**src/design/sac_pkg.sv**
```systemverilog
package sac_pkg;
   // register map (byte addresses on the avalon word bus: offset times four)
   localparam logic [7:0] RESULT_INDEX     = 8'h1d;
   localparam logic [7:0] STATUS_INDEX     = 8'h1e;
   localparam logic [9:0] RESULT_ADDR      = {RESULT_INDEX, 2'b00};
   localparam logic [9:0] STATUS_ADDR      = {STATUS_INDEX, 2'b00};
   // status/control fields
   localparam int         COMPLETE_BIT     = 7;
   localparam int         RC_SEL_BIT       = 6;
   localparam int         POWER_BIT        = 5;
   localparam int         CHAN_MSB         = 2;
   localparam logic [7:0] STATUS_RESET     = 8'h00;
   // conversion timing
   localparam int         CONV_CYCLES      = 32;
   localparam int         SAMPLE_CYCLE     = 0;
   localparam int         FIRST_BIT_CYCLE  = 8;
   localparam int         RESULT_BITS      = 8;
   // channel codes
   localparam logic [2:0] CHAN_PIN_ZERO    = 3'h0;
   localparam logic [2:0] CHAN_PIN_ONE     = 3'h1;
   localparam logic [2:0] CHAN_HIGH_REF    = 3'h4;
   localparam logic [2:0] CHAN_MID_REF     = 3'h5;
   localparam logic [2:0] CHAN_LOW_REF     = 3'h6;
   localparam logic [2:0] CHAN_TEST        = 3'h7;
   localparam logic [7:0] FULL_SCALE       = 8'hff;
   localparam logic [7:0] ZERO_SCALE       = 8'h00;
   localparam logic [7:0] MID_SCALE        = 8'h80;

   typedef enum logic [1:0] {
      SAC_IDLE   = 2'b00,
      SAC_SAMPLE = 2'b01,
      SAC_CONV   = 2'b10
   } sac_state_e;

   typedef struct packed {
      logic       complete;
      logic       rc_sel;
      logic       power;
      logic [2:0] chan;
   } sac_ctrl_s;
endpackage : sac_pkg

```
**src/design/sac_clock_pick.sv**
```systemverilog
`timescale 1ns/1ns
`default_nettype none
// chooses the conversion tick: every bus clock or the synchronised rc tick
module sac_clock_pick (
   input  wire logic clk,
   input  wire logic reset_n,
   input  wire logic rc_sel,
   input  wire logic rc_tick,
   output logic      conv_tick
);
   logic rc_meta;
   logic rc_sync;
   logic rc_prev;

   // rc pulses come from an unrelated oscillator, so two stages first
   always_ff @(posedge clk or negedge reset_n) begin
      if (!reset_n) begin
         rc_meta <= 1'b0;
         rc_sync <= 1'b0;
         rc_prev <= 1'b0;
      end else begin
         rc_meta <= rc_tick;
         rc_sync <= rc_meta;
         rc_prev <= rc_sync;
      end
   end

   always_ff @(posedge clk or negedge reset_n) begin
      if (!reset_n) begin
         conv_tick <= 1'b0;
      end else begin
         conv_tick <= rc_sel ? (rc_sync & ~rc_prev) : 1'b1;
      end
   end
endmodule : sac_clock_pick
`default_nettype wire

```
**src/design/sac_control.sv**
```systemverilog
`timescale 1ns/1ns
`default_nettype none
// Functional notes
// - eight-bit successive approximation on selected input
// - input sampled once at conversion start
// - each conversion takes exactly 32 clocks
// - at high reference gives ff, low 00
// - rc select clocks converter from rc tick
// - complete flag set when result stored
// - flag cleared: control write, result read, power-off
// - repeat conversions every 32 clocks continuously
// - new result overwrites unread old one
// - channels 0,1 pins; 4,5,6 references; 7 test
// - channels 2,3,7 give undefined result
// - shared pin reads zero when input direction, powered and selected as channel
// - shared pin output direction reads latch
// - wait mode keeps converter running
// - stop mode aborts conversion, ends activity
// - status layout: flag7 rc6 power5 channel2:0
// - result register read-only, holds latest
module sac_control (
   input  wire logic        clk,
   input  wire logic        reset_n,
   // avalon-mm slave
   input  wire logic [9:0]  avs_address,
   input  wire logic        avs_read,
   input  wire logic        avs_write,
   input  wire logic [31:0] avs_writedata,
   input  wire logic [3:0]  avs_byteenable,
   output logic [31:0]      avs_readdata,
   output logic             avs_waitrequest,
   // analog side
   input  wire logic        rc_tick,
   input  wire logic        compare_high,
   output logic [7:0]       dac_code,
   output logic [2:0]       mux_select,
   output logic             sample_hold,
   output logic             analog_power,
   output logic             rc_osc_enable,
   // low-power modes
   input  wire logic        stop_mode,
   input  wire logic        wait_mode,
   // shared port pins four and five
   input  wire logic [1:0]  port_pin_in,
   input  wire logic [1:0]  port_dir_out,
   input  wire logic [1:0]  port_latch,
   output logic [1:0]       port_read_value
);
   ////////////////////////////////////////////////////////////////////////////
   sac_pkg::sac_ctrl_s   ctrl;
   sac_pkg::sac_state_e  state;
   logic [4:0]           cycle;
   logic [7:0]           sar;
   logic [7:0]           result;
   logic                 conv_tick;
   logic                 acc_done;
   logic                 hit_status;
   logic                 hit_result;
   logic                 status_wr;
   logic                 result_rd;
   logic                 finish;
   logic [2:0]           bit_idx;
   logic                 wait_unused;
   logic [5:0]           since_start;

   // wait mode changes nothing here
   assign wait_unused = wait_mode;

   function automatic logic shared_chan(input logic [2:0] ch, input logic which);
      shared_chan = (ch == (which ? sac_pkg::CHAN_PIN_ONE : sac_pkg::CHAN_PIN_ZERO));
   endfunction : shared_chan

   sac_clock_pick u_pick (
      .clk       (clk),
      .reset_n   (reset_n),
      .rc_sel    (ctrl.rc_sel),
      .rc_tick   (rc_tick),
      .conv_tick (conv_tick)
   );

   ////////////////////////////////////////////////////////////////////////////
   // bus: one wait state, answer on second edge of the request
   assign hit_status = (avs_address == sac_pkg::STATUS_ADDR);
   assign hit_result = (avs_address == sac_pkg::RESULT_ADDR);
   assign status_wr  = avs_write & acc_done & hit_status & avs_byteenable[0];
   assign result_rd  = avs_read & acc_done & hit_result;

   always_ff @(posedge clk or negedge reset_n) begin
      if (!reset_n) begin
         acc_done <= 1'b0;
      end else begin
         acc_done <= (avs_read | avs_write) & ~acc_done;
      end
   end

   always_ff @(posedge clk or negedge reset_n) begin
      if (!reset_n) begin
         avs_waitrequest <= 1'b1;
      end else begin
         avs_waitrequest <= ~((avs_read | avs_write) & ~acc_done & avs_waitrequest);
      end
   end

   always_ff @(posedge clk or negedge reset_n) begin
      if (!reset_n) begin
         avs_readdata <= 32'h0;
      end else if (avs_read & ~acc_done) begin
         if (hit_status) begin
            avs_readdata <= {24'h0, ctrl.complete, ctrl.rc_sel, ctrl.power, 2'b00, ctrl.chan};
         end else if (hit_result) begin
            avs_readdata <= {24'h0, result};
         end else begin
            avs_readdata <= 32'h0;
         end
      end
   end

   ////////////////////////////////////////////////////////////////////////////
   // control bits
   always_ff @(posedge clk or negedge reset_n) begin
      if (!reset_n) begin
         ctrl.rc_sel <= 1'b0;
         ctrl.power  <= 1'b0;
         ctrl.chan   <= 3'h0;
      end else if (status_wr) begin
         ctrl.rc_sel <= avs_writedata[sac_pkg::RC_SEL_BIT];
         ctrl.power  <= avs_writedata[sac_pkg::POWER_BIT];
         ctrl.chan   <= avs_writedata[sac_pkg::CHAN_MSB:0];
      end
   end

   // set wins over a result-read clear; a control write, power-off and stop clear it regardless
   always_ff @(posedge clk or negedge reset_n) begin
      if (!reset_n) begin
         ctrl.complete <= 1'b0;
      end else if (!ctrl.power || stop_mode) begin
         ctrl.complete <= 1'b0;
      end else if (finish && !status_wr) begin
         ctrl.complete <= 1'b1;
      end else if (status_wr || result_rd) begin
         ctrl.complete <= 1'b0;
      end
   end

   ////////////////////////////////////////////////////////////////////////////
   // conversion sequencer: cycle 0 samples, cycles 8..15 decide one bit each
   assign bit_idx = 3'(sac_pkg::RESULT_BITS - 1) - 3'(cycle - 5'(sac_pkg::FIRST_BIT_CYCLE));
   assign finish  = (state == sac_pkg::SAC_CONV) && conv_tick
                    && (cycle == 5'(sac_pkg::CONV_CYCLES - 1));

   always_ff @(posedge clk or negedge reset_n) begin
      if (!reset_n) begin
         state <= sac_pkg::SAC_IDLE;
         cycle <= 5'h0;
      end else if (stop_mode) begin
         state <= sac_pkg::SAC_IDLE;
         cycle <= 5'h0;
      end else if (status_wr) begin
         // the written power bit decides, so a power-on write starts at once
         state <= avs_writedata[sac_pkg::POWER_BIT] ? sac_pkg::SAC_SAMPLE : sac_pkg::SAC_IDLE;
         cycle <= 5'h0;
      end else if (!ctrl.power) begin
         state <= sac_pkg::SAC_IDLE;
         cycle <= 5'h0;
      end else if (conv_tick) begin
         unique case (state)
            sac_pkg::SAC_IDLE: begin
               state <= sac_pkg::SAC_SAMPLE;
               cycle <= 5'h0;
            end
            sac_pkg::SAC_SAMPLE: begin
               state <= sac_pkg::SAC_CONV;
               cycle <= 5'h1;
            end
            sac_pkg::SAC_CONV: begin
               cycle <= cycle + 5'h1;
               if (finish) begin
                  state <= sac_pkg::SAC_SAMPLE;
               end
            end
            default: state <= sac_pkg::SAC_IDLE;
         endcase
      end
   end

   // hold is asserted in the clock after each sample-state clock only
   always_ff @(posedge clk or negedge reset_n) begin
      if (!reset_n) begin
         sample_hold <= 1'b0;
      end else begin
         sample_hold <= (state == sac_pkg::SAC_SAMPLE) && ctrl.power && !stop_mode;
      end
   end

   // trial code lives in the dac register itself: a copy one clock behind
   // would hand the comparator a stale code when ticks come every clock
   assign sar = dac_code;

   // decision per bit; full scale input keeps every bit set
   always_ff @(posedge clk or negedge reset_n) begin
      if (!reset_n) begin
         dac_code <= 8'h00;
      end else if (state == sac_pkg::SAC_SAMPLE) begin
         dac_code <= sac_pkg::MID_SCALE;
      end else if (state == sac_pkg::SAC_CONV && conv_tick && cycle >= 5'(sac_pkg::FIRST_BIT_CYCLE)
                   && cycle < 5'(sac_pkg::FIRST_BIT_CYCLE + sac_pkg::RESULT_BITS)) begin
         dac_code[bit_idx] <= compare_high;
         if (bit_idx != 3'h0) begin
            dac_code[bit_idx - 3'h1] <= 1'b1;
         end
      end
   end

   // no reset: content is undefined until first conversion
   always_ff @(posedge clk) begin
      if (finish) begin
         result <= sar;
      end
   end

   ////////////////////////////////////////////////////////////////////////////
   // analog side controls; reserved codes pass through, result meaningless
   always_ff @(posedge clk or negedge reset_n) begin
      if (!reset_n) begin
         mux_select    <= 3'h0;
         analog_power  <= 1'b0;
         rc_osc_enable <= 1'b0;
      end else begin
         mux_select    <= ctrl.chan;
         analog_power  <= ctrl.power && !stop_mode;
         rc_osc_enable <= ctrl.rc_sel && !stop_mode;
      end
   end

   // port read path for the two shared pins
   always_ff @(posedge clk or negedge reset_n) begin
      if (!reset_n) begin
         port_read_value <= 2'b00;
      end else begin
         for (int i = 0; i < 2; i++) begin
            if (port_dir_out[i]) begin
               port_read_value[i] <= port_latch[i];
            end else if (ctrl.power && shared_chan(ctrl.chan, i[0])) begin
               port_read_value[i] <= 1'b0;
            end else begin
               port_read_value[i] <= port_pin_in[i];
            end
         end
      end
   end

   ////////////////////////////////////////////////////////////////////////////
   a_conv_length: assert property (@(posedge clk) disable iff (!reset_n)
      (state == sac_pkg::SAC_SAMPLE && conv_tick && !ctrl.rc_sel && ctrl.power && !status_wr && !stop_mode)
      ##1 (ctrl.power && !stop_mode && !status_wr && !ctrl.rc_sel) [*8]
      |-> (state == sac_pkg::SAC_CONV))
      else $error("conversion left early");
   a_flag_set: assert property (@(posedge clk) disable iff (!reset_n)
      (finish && ctrl.power && !stop_mode && !status_wr) |=> ctrl.complete)
      else $error("complete flag not set at finish");
   a_flag_clear: assert property (@(posedge clk) disable iff (!reset_n)
      ((result_rd || status_wr) && !finish) |=> !ctrl.complete)
      else $error("complete flag not cleared");
   a_result_update: assert property (@(posedge clk) disable iff (!reset_n)
      finish |=> (result == $past(sar)))
      else $error("result not overwritten");
   a_stop_abort: assert property (@(posedge clk) disable iff (!reset_n)
      stop_mode |=> (state == sac_pkg::SAC_IDLE && !analog_power))
      else $error("stop did not abort");
   a_restart_write: assert property (@(posedge clk) disable iff (!reset_n)
      (status_wr && avs_writedata[sac_pkg::POWER_BIT] && !stop_mode) |=> (state == sac_pkg::SAC_SAMPLE && cycle == 5'h0))
      else $error("write did not restart");
   a_pin_zero: assert property (@(posedge clk) disable iff (!reset_n)
      (ctrl.power && ctrl.chan == sac_pkg::CHAN_PIN_ZERO && !port_dir_out[0]) |=> !port_read_value[0])
      else $error("shared pin read not zero");
   a_pin_latch: assert property (@(posedge clk) disable iff (!reset_n)
      port_dir_out[1] |=> (port_read_value[1] == $past(port_latch[1])))
      else $error("latch value not returned");
   a_status_read: assert property (@(posedge clk) disable iff (!reset_n)
      (avs_read && !acc_done && hit_status) |=> (avs_readdata[4:3] == 2'b00 && avs_readdata[31:8] == 24'h0))
      else $error("reserved status bits not zero");

   // clocks since a bus-clock start; a start that leaves rc mode is skipped,
   // since the tick picker needs one clock to follow the new select
   always_ff @(posedge clk or negedge reset_n) begin
      if (!reset_n) begin
         since_start <= 6'h0;
      end else if (status_wr && !stop_mode) begin
         since_start <= (avs_writedata[sac_pkg::POWER_BIT] && !avs_writedata[sac_pkg::RC_SEL_BIT]
                         && !ctrl.rc_sel) ? 6'h1 : 6'h0;
      end else if (stop_mode || since_start == 6'(sac_pkg::CONV_CYCLES)) begin
         since_start <= 6'h0;
      end else if (since_start != 6'h0) begin
         since_start <= since_start + 6'h1;
      end
   end

   a_conv_finish: assert property (@(posedge clk) disable iff (!reset_n)
      (since_start == 6'(sac_pkg::CONV_CYCLES)) |-> finish)
      else $error("conversion did not finish after 32 clocks");
   a_conv_early: assert property (@(posedge clk) disable iff (!reset_n)
      (since_start != 6'h0 && since_start < 6'(sac_pkg::CONV_CYCLES)) |-> !finish)
      else $error("conversion finished early");
   a_bus_wait: assert property (@(posedge clk) disable iff (!reset_n)
      ((avs_read || avs_write) && !acc_done && avs_waitrequest) |=> !avs_waitrequest)
      else $error("access not answered after one wait state");
   a_wait_pulse: assert property (@(posedge clk) disable iff (!reset_n)
      !avs_waitrequest |=> avs_waitrequest)
      else $error("waitrequest low for more than one cycle");
   a_power_clear: assert property (@(posedge clk) disable iff (!reset_n)
      !ctrl.power |=> !ctrl.complete)
      else $error("complete flag set while powered off");
   a_mux_follow: assert property (@(posedge clk) disable iff (!reset_n)
      1'b1 |=> (mux_select == $past(ctrl.chan)))
      else $error("mux select does not follow channel");
   a_hold_conv: assert property (@(posedge clk) disable iff (!reset_n)
      (state == sac_pkg::SAC_CONV && $past(state) == sac_pkg::SAC_CONV) |-> !sample_hold)
      else $error("input resampled during conversion");
   a_hold_off: assert property (@(posedge clk) disable iff (!reset_n)
      !ctrl.power |=> !sample_hold)
      else $error("sample hold while powered off");
   a_port_normal: assert property (@(posedge clk) disable iff (!reset_n)
      (!ctrl.power && !port_dir_out[0]) |=> (port_read_value[0] == $past(port_pin_in[0])))
      else $error("port pin not read normally");
   a_rc_single: assert property (@(posedge clk) disable iff (!reset_n)
      (ctrl.rc_sel && $past(ctrl.rc_sel) && conv_tick) |=> !conv_tick)
      else $error("rc tick longer than one clock");
   a_rc_enable: assert property (@(posedge clk) disable iff (!reset_n)
      (ctrl.rc_sel && !stop_mode) |=> rc_osc_enable)
      else $error("rc oscillator not enabled");
   a_stop_rc: assert property (@(posedge clk) disable iff (!reset_n)
      stop_mode |=> !rc_osc_enable)
      else $error("rc oscillator running in stop");
endmodule : sac_control
`default_nettype wire

```
**config.mk**
```make
export PLATFORM = sky130hd
export DESIGN_NAME = sac_control
export DESIGN_NICKNAME = d
export VERILOG_FILES = /design/src/design/sac_pkg.sv /design/src/design/sac_clock_pick.sv /design/src/design/sac_control.sv
export SDC_FILE = /design/constraint.sdc
export NUM_CORES = 1
export LEC_CHECK = 0
export BUFFER_PORTS_ARGS = -buffer_cell sky130_fd_sc_hd__buf_2
export CORE_AREA = 2 2 94 96
export CTS_CLUSTER_SIZE = 25
export DETAILED_ROUTE_END_ITERATION = 10
export DIE_AREA = 0 0 96 98
export GPL_TIMING_DRIVEN = 0
export PLACE_DENSITY = 0.64
export SYNTH_ARGS = -nofsm -noshare
export SYNTH_HDL_FRONTEND = slang
export SYNTH_HIERARCHICAL = 1
export SYNTH_SLANG_ARGS = --single-unit
```
**constraint.sdc**
```tcl
create_clock -name clk -period 4.18 [get_ports clk]
set_clock_uncertainty 0.1 [all_clocks]
set_input_delay 0.836 -clock clk [delete_from_list [all_inputs] [get_ports clk]]
set_output_delay 0.836 -clock clk [all_outputs]
set_load 0.02 [all_outputs]
```
Word level (Yosys, flattened, before mapping) --
Index checks and enable logic that the tools add are counted.
Storage, ports and cells: bits in registers 75
Operators by class: add/subtract/negate cells 4, order comparisons 6, equality and inequality tests 9, multiplexer cells 30, bitwise logic cells 14, reduce and logical (&&, ||, !) cells 25
Operators by type and width (count):
- 2-to-1 mux 32 bit | 1
- 2-to-1 mux 8 bit | 4
- equality test 10 x 7 -> 1 bit (second input constant) | 2
- 2-to-1 mux 5 bit | 4
- one-hot mux 5 bit (3 select lines) | 1
- logical AND 1 bit | 13
- 2-to-1 mux 1 bit | 11
- 2-to-1 mux 2 bit | 5
- AND 1 bit | 9
- bitwise mux 8 bit | 1
- less-than comparator 3 x 4 -> 1 bit (second input constant) | 2
- OR 8 bit | 1
- demux 1 bit (select 3 bit) | 2
- >= comparator 3 x 1 -> 1 bit (second input constant) | 2
- inequality test 6 x 2 -> 1 bit (second input constant) | 1
- one-hot mux 2 bit (3 select lines) | 1
- nonzero test 3 bit | 2
- subtractor 3 x 1 -> 3 bit (second input constant) | 2
- adder 5 x 1 -> 5 bit (second input constant) | 1
- equality test 5 bit (second input constant) | 1
- >= comparator 5 x 4 -> 1 bit (second input constant) | 1
- less-than comparator 5 bit (second input constant) | 1
- inequality test 5 bit (second input constant) | 1
- inequality test 4 x 2 -> 1 bit (second input constant) | 1
- other kinds (12) | 18

Depth between registers and ports, before layout --
Gate-level depths: netlist (run 1).
word-level depth 11, depth in mapped cells 8

Cells and area by module --
The synthesis (run 1) kept the hierarchy.
Modules (own cells, without submodules):
- sac_control | times used 1, cells an instance 227, area an instance 2368.5 um^2, sequential area each 1217.4 um^2
- sac_clock_pick | times used 1, cells an instance 6, area an instance 112.6 um^2, sequential area each 100.1 um^2

Worst setup path before layout (run 1) --
No wires, ideal clock.
path type input-to-reg, start point input avs_address[7], end point register state[0], setup time 0.095 ns, data arrival time 1.762 ns, data required time 3.985 ns, slack 2.222 ns, cell stages on the path 4, buffers on the path 0, cells stage by stage nor4b_4 > nand4_4 > or3_1 > o31ai_1
On the way: longest elaborated chain between the ends 5, elaborated cells on any way between the ends 8, those cells by class eq/ne (3); mux (2); bitwise (2); reduce/logical (1)
RTL lines:
- from (decl) | RTL line sac_control.sv:25 | input wire logic [9:0] avs_address,
- equality test 10 x 7 -> 1 bit * | RTL line sac_control.sv:83 | assign hit_status = (avs_address == sac_pkg::STATUS_ADDR);
- AND 1 bit * (2 in series) | RTL line sac_control.sv:85 | assign status_wr = avs_write & acc_done & hit_status & avs_byteenable[0];
- inequality test 5 bit (no line) (tied with other cells)
- AND reduction 2 bit (no line) / 2-to-1 mux 2 bit (equally long branches)
- to (signal assigned) | RTL line sac_control.sv:153 | state <= sac_pkg::SAC_IDLE;
- to (signal assigned) | RTL line sac_control.sv:156 | state <= sac_pkg::SAC_IDLE;
- to (signal assigned) | RTL line sac_control.sv:160 | state <= avs_writedata[sac_pkg::POWER_BIT] ? sac_pkg::SAC_SAMPLE : sac_pkg::SAC_IDLE;
- to (decl) | RTL line sac_control.sv:51 | sac_pkg::sac_state_e state;
Mark *: on every way between the ends. The rest lies on a longest branch, timed or not. A chain may end at the register's enable or synchronous reset.

Worst setup path in the final report (run 1) --
start point register state[0], end point register cycle[3]
On the way: longest elaborated chain between the ends 6, elaborated cells on any way between the ends 10, those cells by class eq/ne (3); mux (5); reduce/logical (2)
RTL lines:
- equality test 2 bit (tied with other cells) | RTL line sac_control.sv:166 | unique case (state)
- one-hot mux 5 bit (3 select lines) | RTL line sac_control.sv:166
- 2-to-1 mux 5 bit | RTL line sac_control.sv:165 | end else if (conv_tick) begin
- 2-to-1 mux 5 bit | RTL line sac_control.sv:162 | end else if (!ctrl.power) begin
- 2-to-1 mux 5 bit | RTL line sac_control.sv:158 | end else if (status_wr) begin
- 2-to-1 mux 5 bit | RTL line sac_control.sv:155 | end else if (stop_mode) begin
- to (signal assigned) | RTL line sac_control.sv:176 | cycle <= cycle + 5'h1;
- to (decl) | RTL line sac_control.sv:52 | logic [4:0] cycle;
Several ways; a longest one is shown, not always the timed one. The select of a mux whose other input is x is not followed.

==> flow_metrics.py, run 1 <==
metrics = {
    "power": {
        "comb_power_share_pct": 9.7,
        "power.share.clock_pct": 33.8,
        "power_per_cell_area_mw_per_mm2": 298,
        "switchingPower_w": 0.000243,
        "power_switching_share_pct": 26.6,
        "power.share.sequential_pct": 56.5,
        "power_leakage_nw": 1.47,
        "cellInternalPower_w": 0.000670,
        "power.ir.vdd_worst_v": 0.000118,
    },
    "finish": {
        "post_route_cells_drive_above_1_share_pct": 30.6,
        "count_of_inserted_antenna_diode_cells": 0,
        "design.final.nets": 383,
        "final.fill_count": 871,
        "syn2layout_area_growth_pct": 23.6,
        "post-route-cell-area_mm2": 0.00307,
    },
    "clock_network": {
        "cts.clk_slew.worst_paths_ns": 0.10,
        "ctsResizeCount": 0,
        "hold_buffers": 0,
        "clock_sinks": 51,
        "htree_num_levels": 2,
        "numCtsBuffers": 5,
        "cts_tree": "done",
        "ctsLongestPathBuffers": 2,
        "clock_tree_root": "sky130_fd_sc_hd__clkbuf_8",
        "skew_pair_late_insertion_delay_ns": 0.31,
        "post-cts-setup-buffers": 0,
    },
    "yosys": {
        "synth-xor-area-share_pct": 0.353,
        "async_reset_ff_share_pct": 84.3,
        "synth_area_per_cell_um2": 10.6,
        "muxShareOfSynthArea_pct": 3.83,
        "netlist_top_cells_area": "sky130_fd_sc_hd__dfrtp_1, sky130_fd_sc_hd__edfxtp_1, sky130_fd_sc_hd__buf_4",
        "synth.yosys.seq_area_share_pct": 53.1,
        "synth_common_cells": "sky130_fd_sc_hd__dfrtp_1, sky130_fd_sc_hd__nand2_1, sky130_fd_sc_hd__buf_4",
        "synth_most_common_cell": "sky130_fd_sc_hd__dfrtp_1",
        "synth_enable_flop_cells": 8,
        "synth-simple-area-share_pct": 15.6,
        "syn-cell-area_mm2": 0.00248,
        "synth.ff_latch_count": 51,
        "compound_cell_area_share_of_the_yosys_netlist_pct": 12.9,
        "post_synth_num_cell_types": 39,
        "top_flip_flop_cell_by_instance_count_after_synthesis": "sky130_fd_sc_hd__dfrtp_1",
        "synth_adder_area_share_pct": 3.53,
        "ys_warn_count": 6,
        "largest_family_of_logic_cells_by_synthesized_area": "simple AND/OR/NAND/NOR gates",
        "synthesis.instances": 233,
        "library_cell_with_the_largest_summed_area_after_synthesis": "sky130_fd_sc_hd__dfrtp_1",
        "netlist.area_leader.share_pct": 42.4,
    },
    "outcome": {
        "run_status": "complete, no violations",
    },
    "worst_setup_path": {
        "timing_worst_setup_path_type": "reg2reg",
        "worstSetupStartpointType": "register",
        "setup.worst_path.end_class": "register",
        "crit_required_ns": 4.27,
        "worst-endpoint-arrival_ns": 2.04,
        "critical_path_peak_fanout": 7,
    },
    "sta": {
        "max_transition_margin_pct": 35.3,
        "grt_setup_unrepaired": "false",
        "finalCriticalPeriod_ns": 1.95,
        "min_period_over_period_pct": 46.7,
        "tightest_slew_ns": 0.971,
        "timing_hold_violations_final": 0,
        "setup-violations-final": 0,
        "slew_viol_final": 0,
        "final.setup.tns_ns": 0,
        "max_clock_freq_mhz": 512,
    },
    "route": {
        "routed_via_density": 4.40,
        "drt.antenna.violating_nets": 0,
        "finalWirelength_um": 5160,
        "first_pass_iters": 4,
        "drc_errors": 0,
        "drc_marker_count_from_the_first_detailed_route_iteration": 83,
        "via_count": 1869,
        "wire_length_per_cell_after_detailed_routing_um": 12.1,
    },
    "placed_design": {
        "place_area_mm2": 0.00297,
        "detailedPlacementHpwl_um": 3920,
        "port_buffers": 53,
        "place.gp.congestion": 0.875,
    },
    "grt": {
        "grt_start_max_net_pins": 44,
        "grt.overflow.total": 0,
        "antenna_violations_before_repair": 0,
        "grt_pass1_vias": 1751,
        "grt_usage_pct": 11.0,
        "grt_first_pass_wirelength_um": 8150,
    },
    "worst_hold_path": {
        "min_path_type": "reg2reg",
    },
    "floorplan": {
        "initial_core_util_pct": 29.3,
        "number_of_top_level_design_ports": 109,
        "core_mm2": 0.00847,
        "die_w_um": 96,
        "overall_die_height_um": 98,
        "floorplan_die_area_mm2": 0.00941,
        "fp-row-count": 34,
    },
    "flow_run": {
        "drv_cap": 0,
    },
}
final timing paths:
check                      cells after the start                           to                startpoint  slack (ns)
min                                            0     u_pick/rc_sync$_DFF_PN0_  u_pick/rc_meta$_DFF_PN0_        0.26
max reg2reg                                    6         cycle[3]$_DFFE_PN0P_      state[0]$_DFFE_PN0P_        2.23
min in group asynchronous                      1  avs_readdata[1]$_DFFE_PN0P_                   reset_n        0.58
max                                            6         cycle[3]$_DFFE_PN0P_      state[0]$_DFFE_PN0P_        2.23
max in group asynchronous                      1  avs_readdata[5]$_DFFE_PN0P_                   reset_n        2.82
min reg2reg                                    0     u_pick/rc_sync$_DFF_PN0_  u_pick/rc_meta$_DFF_PN0_        0.26
flip-flops by register name (all words and copies together) (netlist names), 2 cells and up:
register / flops
port_read_value: 2
dac_code: 8
cycle: 5
result: 8
ctrl: 6
mux_select: 3
state: 2
avs_readdata: 8
worst max-delay path: stages (launching register included):
cell	delay [ns]
sky130_fd_sc_hd__dfrtp_1	0.38
sky130_fd_sc_hd__inv_1	0.08
sky130_fd_sc_hd__ha_1	0.39
sky130_fd_sc_hd__o21ai_0	0.57
sky130_fd_sc_hd__nor3_1	0.14
sky130_fd_sc_hd__nand3_1	0.11
sky130_fd_sc_hd__a31oi_1	0.07
metal layers:
| layer | vias to the layer above | track usage (%) | part of all wire, % |
|---|---|---|---|
| li1 | 938 | - | - |
| met1 | 875 | 13.1 | 44 |
| met2 | 51 | 19.5 | 50 |
| met3 | 5 | 2.24 | 4.9 |
| met4 | 0 | 3.63 | 1.0 |
| met5 | - | 0 | 0 |
final cells by class:
class	count	area (um^2)	share of cell area [%]
sequential	51	1320	43.0
inverter	11	41.3	1.35
multi-input combinational	162	990	32.3
tap	108	135	4.41
buffer	32	219	7.14
clock buffer	5	68.8	2.24
clock inverter	3	28.8	0.939
timing repair buffer	53	265	8.65
placed cells by master (no fill, tap or decap), types with 6 or more instances in the layout:
| cell type | netlist | routed |
|---|---|---|
| sky130_fd_sc_hd__a21oi_1 | 12 | 12 |
| sky130_fd_sc_hd__a22oi_1 | 6 | 6 |
| sky130_fd_sc_hd__buf_2 | 1 | 54 |
| sky130_fd_sc_hd__buf_4 | 26 | 26 |
| sky130_fd_sc_hd__conb_1 | 1 | 24 |
| sky130_fd_sc_hd__dfrtp_1 | 42 | 42 |
| sky130_fd_sc_hd__edfxtp_1 | 8 | 8 |
| sky130_fd_sc_hd__ha_1 | 7 | 7 |
| sky130_fd_sc_hd__inv_1 | 11 | 11 |
| sky130_fd_sc_hd__nand2_1 | 28 | 28 |
| sky130_fd_sc_hd__nand3_1 | 7 | 7 |
| sky130_fd_sc_hd__nand4_1 | 6 | 6 |
| sky130_fd_sc_hd__nor2_1 | 8 | 8 |
| sky130_fd_sc_hd__o21ai_0 | 12 | 12 |
| sky130_fd_sc_hd__o31ai_1 | 9 | 9 |
power by group through the flow:
stage / Sequential (W) / Clock, W / Combinational [W]
2_1_floorplan: 0.000531 / 0 / 0.0000518
3_3_place_gp: 0.000526 / 0 / 0.0000885
3_5_place_dp: 0.000526 / 0 / 0.0000894
4_1_cts: 0.000516 / 0.000321 / 0.0000896
5_1_grt: 0.000517 / 0.000335 / 0.0000976
6_report: 0.000516 / 0.000309 / 0.0000887
per-stage QoR:
stage	setup WS, ns	utilization, %	total power, W	hold slack (ns)	instances
2_1_floorplan	2.22	-	0.000583	0.231	256
3_3_place_gp	1.95	35.1	0.000614	0.234	417
3_5_place_dp	1.93	35.1	0.000615	0.241	417
4_1_cts	2.21	36.2	0.000927	0.266	425
5_1_grt	2.05	36.2	0.000950	0.273	425
6_report	2.23	36.2	0.000913	0.263	425
cell families (layout without fill, tap and decap cells):
kind of cell,Yosys count,after routing
multiplexers,9,9
flip-flops,51,51
AO/OA/AOI/OAI,50,50
AND/OR/NAND/NOR,71,71
adder cells (fa/ha/maj),7,7
other,1,24
buffers and inverters,43,104
XOR/XNOR,1,1
Power figures use the tool's default switching activity.
==> run 2, diff against run 1 <==
Clock period 4.18 ns to 1.95 ns, I/O delays scaled along.
==> flow_metrics.py, run 2 (same netlist as run 1, synthesis figures left out) <==
metrics = {
    "outcome": {
        "run_status": "complete, no violations",
    },
    "worst_setup_path": {
        "reg2regPathDepth": 6,
        "worstSetupStartpointType": "register",
        "critical_path.endpoint": "state[0]$_DFFE_PN0P_",
        "setup.reg_to_reg.worst_slack_ns": 0.12,
        "timing.critical_path.from": "cycle[0]$_DFFE_PN0P_",
        "worst-endpoint-arrival_ns": 1.96,
        "critical_path_peak_fanout": 6,
        "timing_worst_setup_path_type": "reg2reg",
        "rr_startpoint": "cycle[0]$_DFFE_PN0P_",
        "setup.worst_path.end_class": "register",
        "crit_required_ns": 2.08,
        "regToRegEndpoint": "state[0]$_DFFE_PN0P_",
    },
    "floorplan": {
        "floorplan_die_area_mm2": 0.00941,
        "core_mm2": 0.00847,
        "overall_die_height_um": 98,
        "fp-row-count": 34,
        "die_w_um": 96,
        "initial_core_util_pct": 29.3,
        "number_of_top_level_design_ports": 109,
    },
    "sta": {
        "max_clock_freq_mhz": 546,
        "setup-violations-final": 0,
        "layout_setup_ws_ns": 0.117,
        "min_period_over_period_pct": 94.0,
        "slew_viol_final": 0,
        "timing_hold_violations_final": 0,
        "tightest_slew_ns": 0.978,
        "max_transition_margin_pct": 34.8,
        "final.setup.tns_ns": 0,
        "finalCriticalPeriod_ns": 1.83,
    },
    "route": {
        "wire_length_per_cell_after_detailed_routing_um": 12.2,
        "first_pass_iters": 4,
        "finalWirelength_um": 5200,
        "drc_marker_count_from_the_first_detailed_route_iteration": 115,
        "drt.antenna.violating_nets": 0,
        "drc_errors": 0,
        "via_count": 1866,
        "routed_via_density": 4.38,
    },
    "grt": {
        "grt_usage_pct": 11.0,
        "grt_pass1_vias": 1751,
        "grt.overflow.total": 0,
        "grt_start_max_net_pins": 44,
        "grt_first_pass_wirelength_um": 8150,
        "antenna_violations_before_repair": 0,
    },
    "finish": {
        "count_of_inserted_antenna_diode_cells": 0,
        "syn2layout_area_growth_pct": 25.0,
        "final_core_utilization_pct": 36.6,
        "post_route_cells_drive_above_1_share_pct": 33.3,
        "most_frequent_cells_in_the_layout": "sky130_fd_sc_hd__buf_2, sky130_fd_sc_hd__dfrtp_1, sky130_fd_sc_hd__nand2_1, sky130_fd_sc_hd__buf_4, sky130_fd_sc_hd__conb_1",
        "largest_registers": "avs_readdata: 8 flops, dac_code: 8 flops, result: 8 flops",
        "final.fill_count": 873,
        "design.final.nets": 384,
        "layout.cells.most_common": "sky130_fd_sc_hd__buf_2",
    },
    "placed_design": {
        "detailedPlacementHpwl_um": 3920,
        "pre_cts_slack_ns": -0.0148,
        "port_buffers": 53,
        "place.gp.congestion": 0.875,
    },
    "clock_network": {
        "skew_pair_late_insertion_delay_ns": 0.31,
        "cts.clk_slew.worst_paths_ns": 0.11,
        "hold_buffers": 0,
        "numCtsBuffers": 5,
        "clock_sinks": 51,
        "ctsLongestPathBuffers": 2,
        "htree_num_levels": 2,
        "cts_tree": "done",
        "clock_tree_root": "sky130_fd_sc_hd__clkbuf_8",
    },
    "power": {
        "comb_power_share_pct": 9.7,
        "power.share.clock_pct": 34.0,
        "cellInternalPower_w": 0.00144,
        "power_per_cell_area_mw_per_mm2": 633,
        "power.ir.vdd_worst_v": 0.000267,
        "power.share.sequential_pct": 56.3,
        "power_switching_share_pct": 26.8,
        "switchingPower_w": 0.000526,
        "power_leakage_nw": 1.47,
        "power.total_w": 0.00196,
    },
    "worst_hold_path": {
        "min_path_type": "in2reg",
    },
    "flow_run": {
        "drv_cap": 0,
    },
}
## run 2: changes by cell type in the layout (fill, tap and decap cells not counted), sizes merged
cell / delta
buf: +1
## run 2: metrics by stage
step	hold WS (ns)	cell area, um^2	std cells
2_1_floorplan	-0.00559	2570	256
3_3_place_gp	0.234	2970	417
3_5_place_dp	0.241	2970	417
4_1_cts	0.0668	3070	425
5_1_grt	0.0761	3100	426
6_report	0.0770	3100	426
## run 2: worst min-delay path by stage
stage                             start                       end  slack, ns  cells after the start
3_3_place_gp   u_pick/rc_meta$_DFF_PN0_  u_pick/rc_sync$_DFF_PN0_       0.23                      0
5_1_grt                         rc_tick  u_pick/rc_meta$_DFF_PN0_       0.08                      1
6_report                        rc_tick  u_pick/rc_meta$_DFF_PN0_       0.08                      1
4_1_cts                         rc_tick  u_pick/rc_meta$_DFF_PN0_       0.07                      1
3_5_place_dp   u_pick/rc_meta$_DFF_PN0_  u_pick/rc_sync$_DFF_PN0_       0.24                      0
2_1_floorplan                   reset_n        acc_done$_DFF_PN0_     -0.006                      0
## run 2: cell type report
type                    instances  area, um^2  area share (%)
flip-flops and latches         51        1320            42.6
multi-input cells             162        1010            32.6
repair buffers                 54         273            8.80
plain buffers                  32         223            7.18
well taps                     108         135            4.36
clock buffers                   5        68.8            2.22
inverters                      11        41.3            1.33
clock inverters                 3        28.8           0.928
## run 2: per-layer routing
| metal | up-vias | global-route usage, % | routed length [um] |
|---|---|---|---|
| li1 | 937 | - | - |
| met1 | 875 | 13.1 | 2290 |
| met2 | 49 | 19.5 | 2610 |
| met3 | 5 | 2.24 | 256 |
| met4 | 0 | 3.63 | 53 |
| met5 | - | 0 | 0 |
## run 2: worst max-delay path, cell delays in order (launching register included)
cell	delay, ns
sky130_fd_sc_hd__dfrtp_2	0.46
sky130_fd_sc_hd__ha_1	0.26
sky130_fd_sc_hd__and3_1	0.20
sky130_fd_sc_hd__ha_1	0.19
sky130_fd_sc_hd__o21ai_1	0.24
sky130_fd_sc_hd__xnor2_1	0.10
sky130_fd_sc_hd__o31ai_1	0.21
## run 2: timing repair
action | in CTS | in global routing
resized for setup | 2 | 10
setup endpoints to repair | 3 | 16
setup buffers | 0 | 1
## run 2: power by group through the flow
| stage | Combinational [W] | Clock (W) | Sequential [W] |
|---|---|---|---|
| CTS | 0.000192 | 0.000688 | 0.00111 |
| floorplan | 0.000111 | 0 | 0.00114 |
| global placement | 0.000190 | 0 | 0.00113 |
| detailed placement | 0.000192 | 0 | 0.00113 |
| global route | 0.000209 | 0.000718 | 0.00111 |
| finish | 0.000190 | 0.000667 | 0.00111 |
==> run 3, diff against run 2 <==
Settings changed: PLACE_DENSITY 0.64 to 0.59.
==> flow_metrics.py, run 3 (same netlist as run 1, synthesis figures left out) <==
metrics = {
    "worst_setup_path": {
        "setup.worst_path.end_class": "register",
        "critical_path_peak_fanout": 7,
        "crit_required_ns": 2.06,
        "reg2regPathDepth": 6,
        "worst-endpoint-arrival_ns": 1.99,
        "worstSetupStartpointType": "register",
        "timing_worst_setup_path_type": "reg2reg",
    },
    "finish": {
        "ff_latch_area_mm2": 0.00132,
        "post_route_cells_drive_above_1_share_pct": 32.6,
        "design.final.nets": 385,
        "most_frequent_cells_in_the_layout": "sky130_fd_sc_hd__buf_2, sky130_fd_sc_hd__dfrtp_1, sky130_fd_sc_hd__nand2_1, sky130_fd_sc_hd__buf_4, sky130_fd_sc_hd__conb_1",
        "count_of_inserted_antenna_diode_cells": 0,
        "instances_no_fill": 427,
        "layout.cells.most_common": "sky130_fd_sc_hd__buf_2",
        "syn2layout_area_growth_pct": 25.9,
        "multi_input_comb_area_mm2": 0.00101,
        "largest_registers": "avs_readdata: 8 flops, dac_code: 8 flops, result: 8 flops",
        "post-route-cell-area_mm2": 0.00312,
        "final.fill_count": 872,
    },
    "route": {
        "wire_length_per_cell_after_detailed_routing_um": 12.1,
        "first_pass_iters": 4,
        "drt.antenna.violating_nets": 0,
        "via_count": 1897,
        "drc_marker_count_from_the_first_detailed_route_iteration": 97,
        "drc_errors": 0,
        "routed_via_density": 4.44,
        "finalWirelength_um": 5160,
    },
    "clock_network": {
        "htree_num_levels": 2,
        "clock_sinks": 51,
        "numCtsBuffers": 5,
        "ctsLongestPathBuffers": 2,
        "cts_tree": "done",
        "cts.clk_slew.worst_paths_ns": 0.10,
        "skew_pair_late_insertion_delay_ns": 0.30,
        "hold_buffers": 0,
        "clock_tree_root": "sky130_fd_sc_hd__clkbuf_8",
    },
    "sta": {
        "timing_hold_violations_final": 0,
        "min_period_over_period_pct": 96.3,
        "slew_viol_final": 0,
        "finalCriticalPeriod_ns": 1.88,
        "tightest_slew_ns": 0.968,
        "max_clock_freq_mhz": 532,
        "max_transition_margin_pct": 35.5,
        "setup-violations-final": 0,
    },
    "outcome": {
        "run_status": "complete, no violations",
    },
    "floorplan": {
        "die_w_um": 96,
        "floorplan_die_area_mm2": 0.00941,
        "core_mm2": 0.00847,
        "initial_core_util_pct": 29.3,
        "number_of_top_level_design_ports": 109,
        "fp-row-count": 34,
        "overall_die_height_um": 98,
    },
    "grt": {
        "grt.overflow.total": 0,
        "antenna_violations_before_repair": 0,
        "grt_usage_pct": 11.1,
        "grt_start_max_net_pins": 44,
        "grt_pass1_vias": 1764,
        "grt_first_pass_wirelength_um": 8320,
    },
    "power": {
        "power_per_cell_area_mw_per_mm2": 654,
        "power_leakage_nw": 1.48,
        "power.ir.vdd_worst_v": 0.000272,
    },
    "placed_design": {
        "place_area_mm2": 0.00297,
        "place.gp.congestion": 0.872,
        "port_buffers": 53,
        "dp_cells": 417,
        "detailedPlacementHpwl_um": 4000,
    },
    "flow_run": {
        "drv_cap": 0,
    },
    "worst_hold_path": {
        "whs_path_depth": 1,
        "min_path_type": "in2reg",
    },
}
[run 3: cell types whose count changed in the layout (fill, tap and decap cells not counted), sizes merged]
cell / change
bufinv: +1
clkinv: -2
buf: +1
clkinvlp: +1
[run 3: worst paths after layout]
path	startpoint	to	slack (ns)
max in group asynchronous	reset_n	cycle[1]$_DFFE_PN0P_	0.97
hold reg to reg	u_pick/rc_meta$_DFF_PN0_	u_pick/rc_sync$_DFF_PN0_	0.26
min in group asynchronous	reset_n	dac_code[4]$_DFFE_PN0P_	0.14
hold / removal	rc_tick	u_pick/rc_meta$_DFF_PN0_	0.08
setup / recovery	cycle[0]$_DFFE_PN0P_	dac_code[5]$_DFFE_PN0P_	0.07
setup reg to reg	cycle[0]$_DFFE_PN0P_	dac_code[5]$_DFFE_PN0P_	0.07
[run 3: repair_timing]
item                       CTS  global route
setup endpoints to repair    4             8
gates cloned                 0             0
resized for setup            2             7
buffers inserted             0             2
[run 3: cell type report]
| cell class | count | area share (%) |
|---|---|---|
| tap | 108 | 4.33 |
| clock buffer | 5 | 2.20 |
| clock inverter | 3 | 1.48 |
| timing repair buffer | 55 | 8.97 |
| sequential | 51 | 42.2 |
| buffer | 32 | 7.13 |
| inverter | 11 | 1.32 |
| multi-input combinational | 162 | 32.4 |
[run 3: through the flow]
step / setup slack [ns] / hold WS (ns) / TNS (ns) / utilization [%] / total power [W]
after detailed placement: -0.0186 / 0.240 / -0.0294 / 35.1 / 0.00132
after CTS: -0.0206 / 0.0752 / -0.0206 / 36.4 / 0.00207
after global routing: -0.0154 / 0.0655 / -0.0154 / 36.9 / 0.00213
after global placement: 0.0146 / 0.235 / 0 / 35.1 / 0.00132
final: 0.0717 / 0.0827 / 0 / 36.9 / 0.00204
after floorplan: 0.184 / -0.00559 / 0 / - / 0.00125
[run 3: critical path, cell delays in order (launching register included)]
cell	delay, ns
sky130_fd_sc_hd__dfrtp_1	0.43
sky130_fd_sc_hd__inv_1	0.16
sky130_fd_sc_hd__ha_1	0.43
sky130_fd_sc_hd__nand2b_1	0.11
sky130_fd_sc_hd__o21ai_0	0.23
sky130_fd_sc_hd__a21oi_1	0.10
sky130_fd_sc_hd__a211oi_1	0.22
[run 3: report_power, final]
group / total (W) / switching, W / internal [W] / leakage, nW
combinational: 0.000192 / 0.000117 / 0.0000745 / 0.785
sequential: 0.00111 / 0.00000964 / 0.00110 / 0.641
clock: 0.000746 / 0.000359 / 0.000387 / 0.0548
total: 0.00204 / 0.000486 / 0.00156 / 1.48
[run 3: metal layers]
metal	wire (um)	GRT usage, %
met3	262	2.78
met2	2800	21.4
met5	0	0
met1	2070	12.2
met4	23	1.65
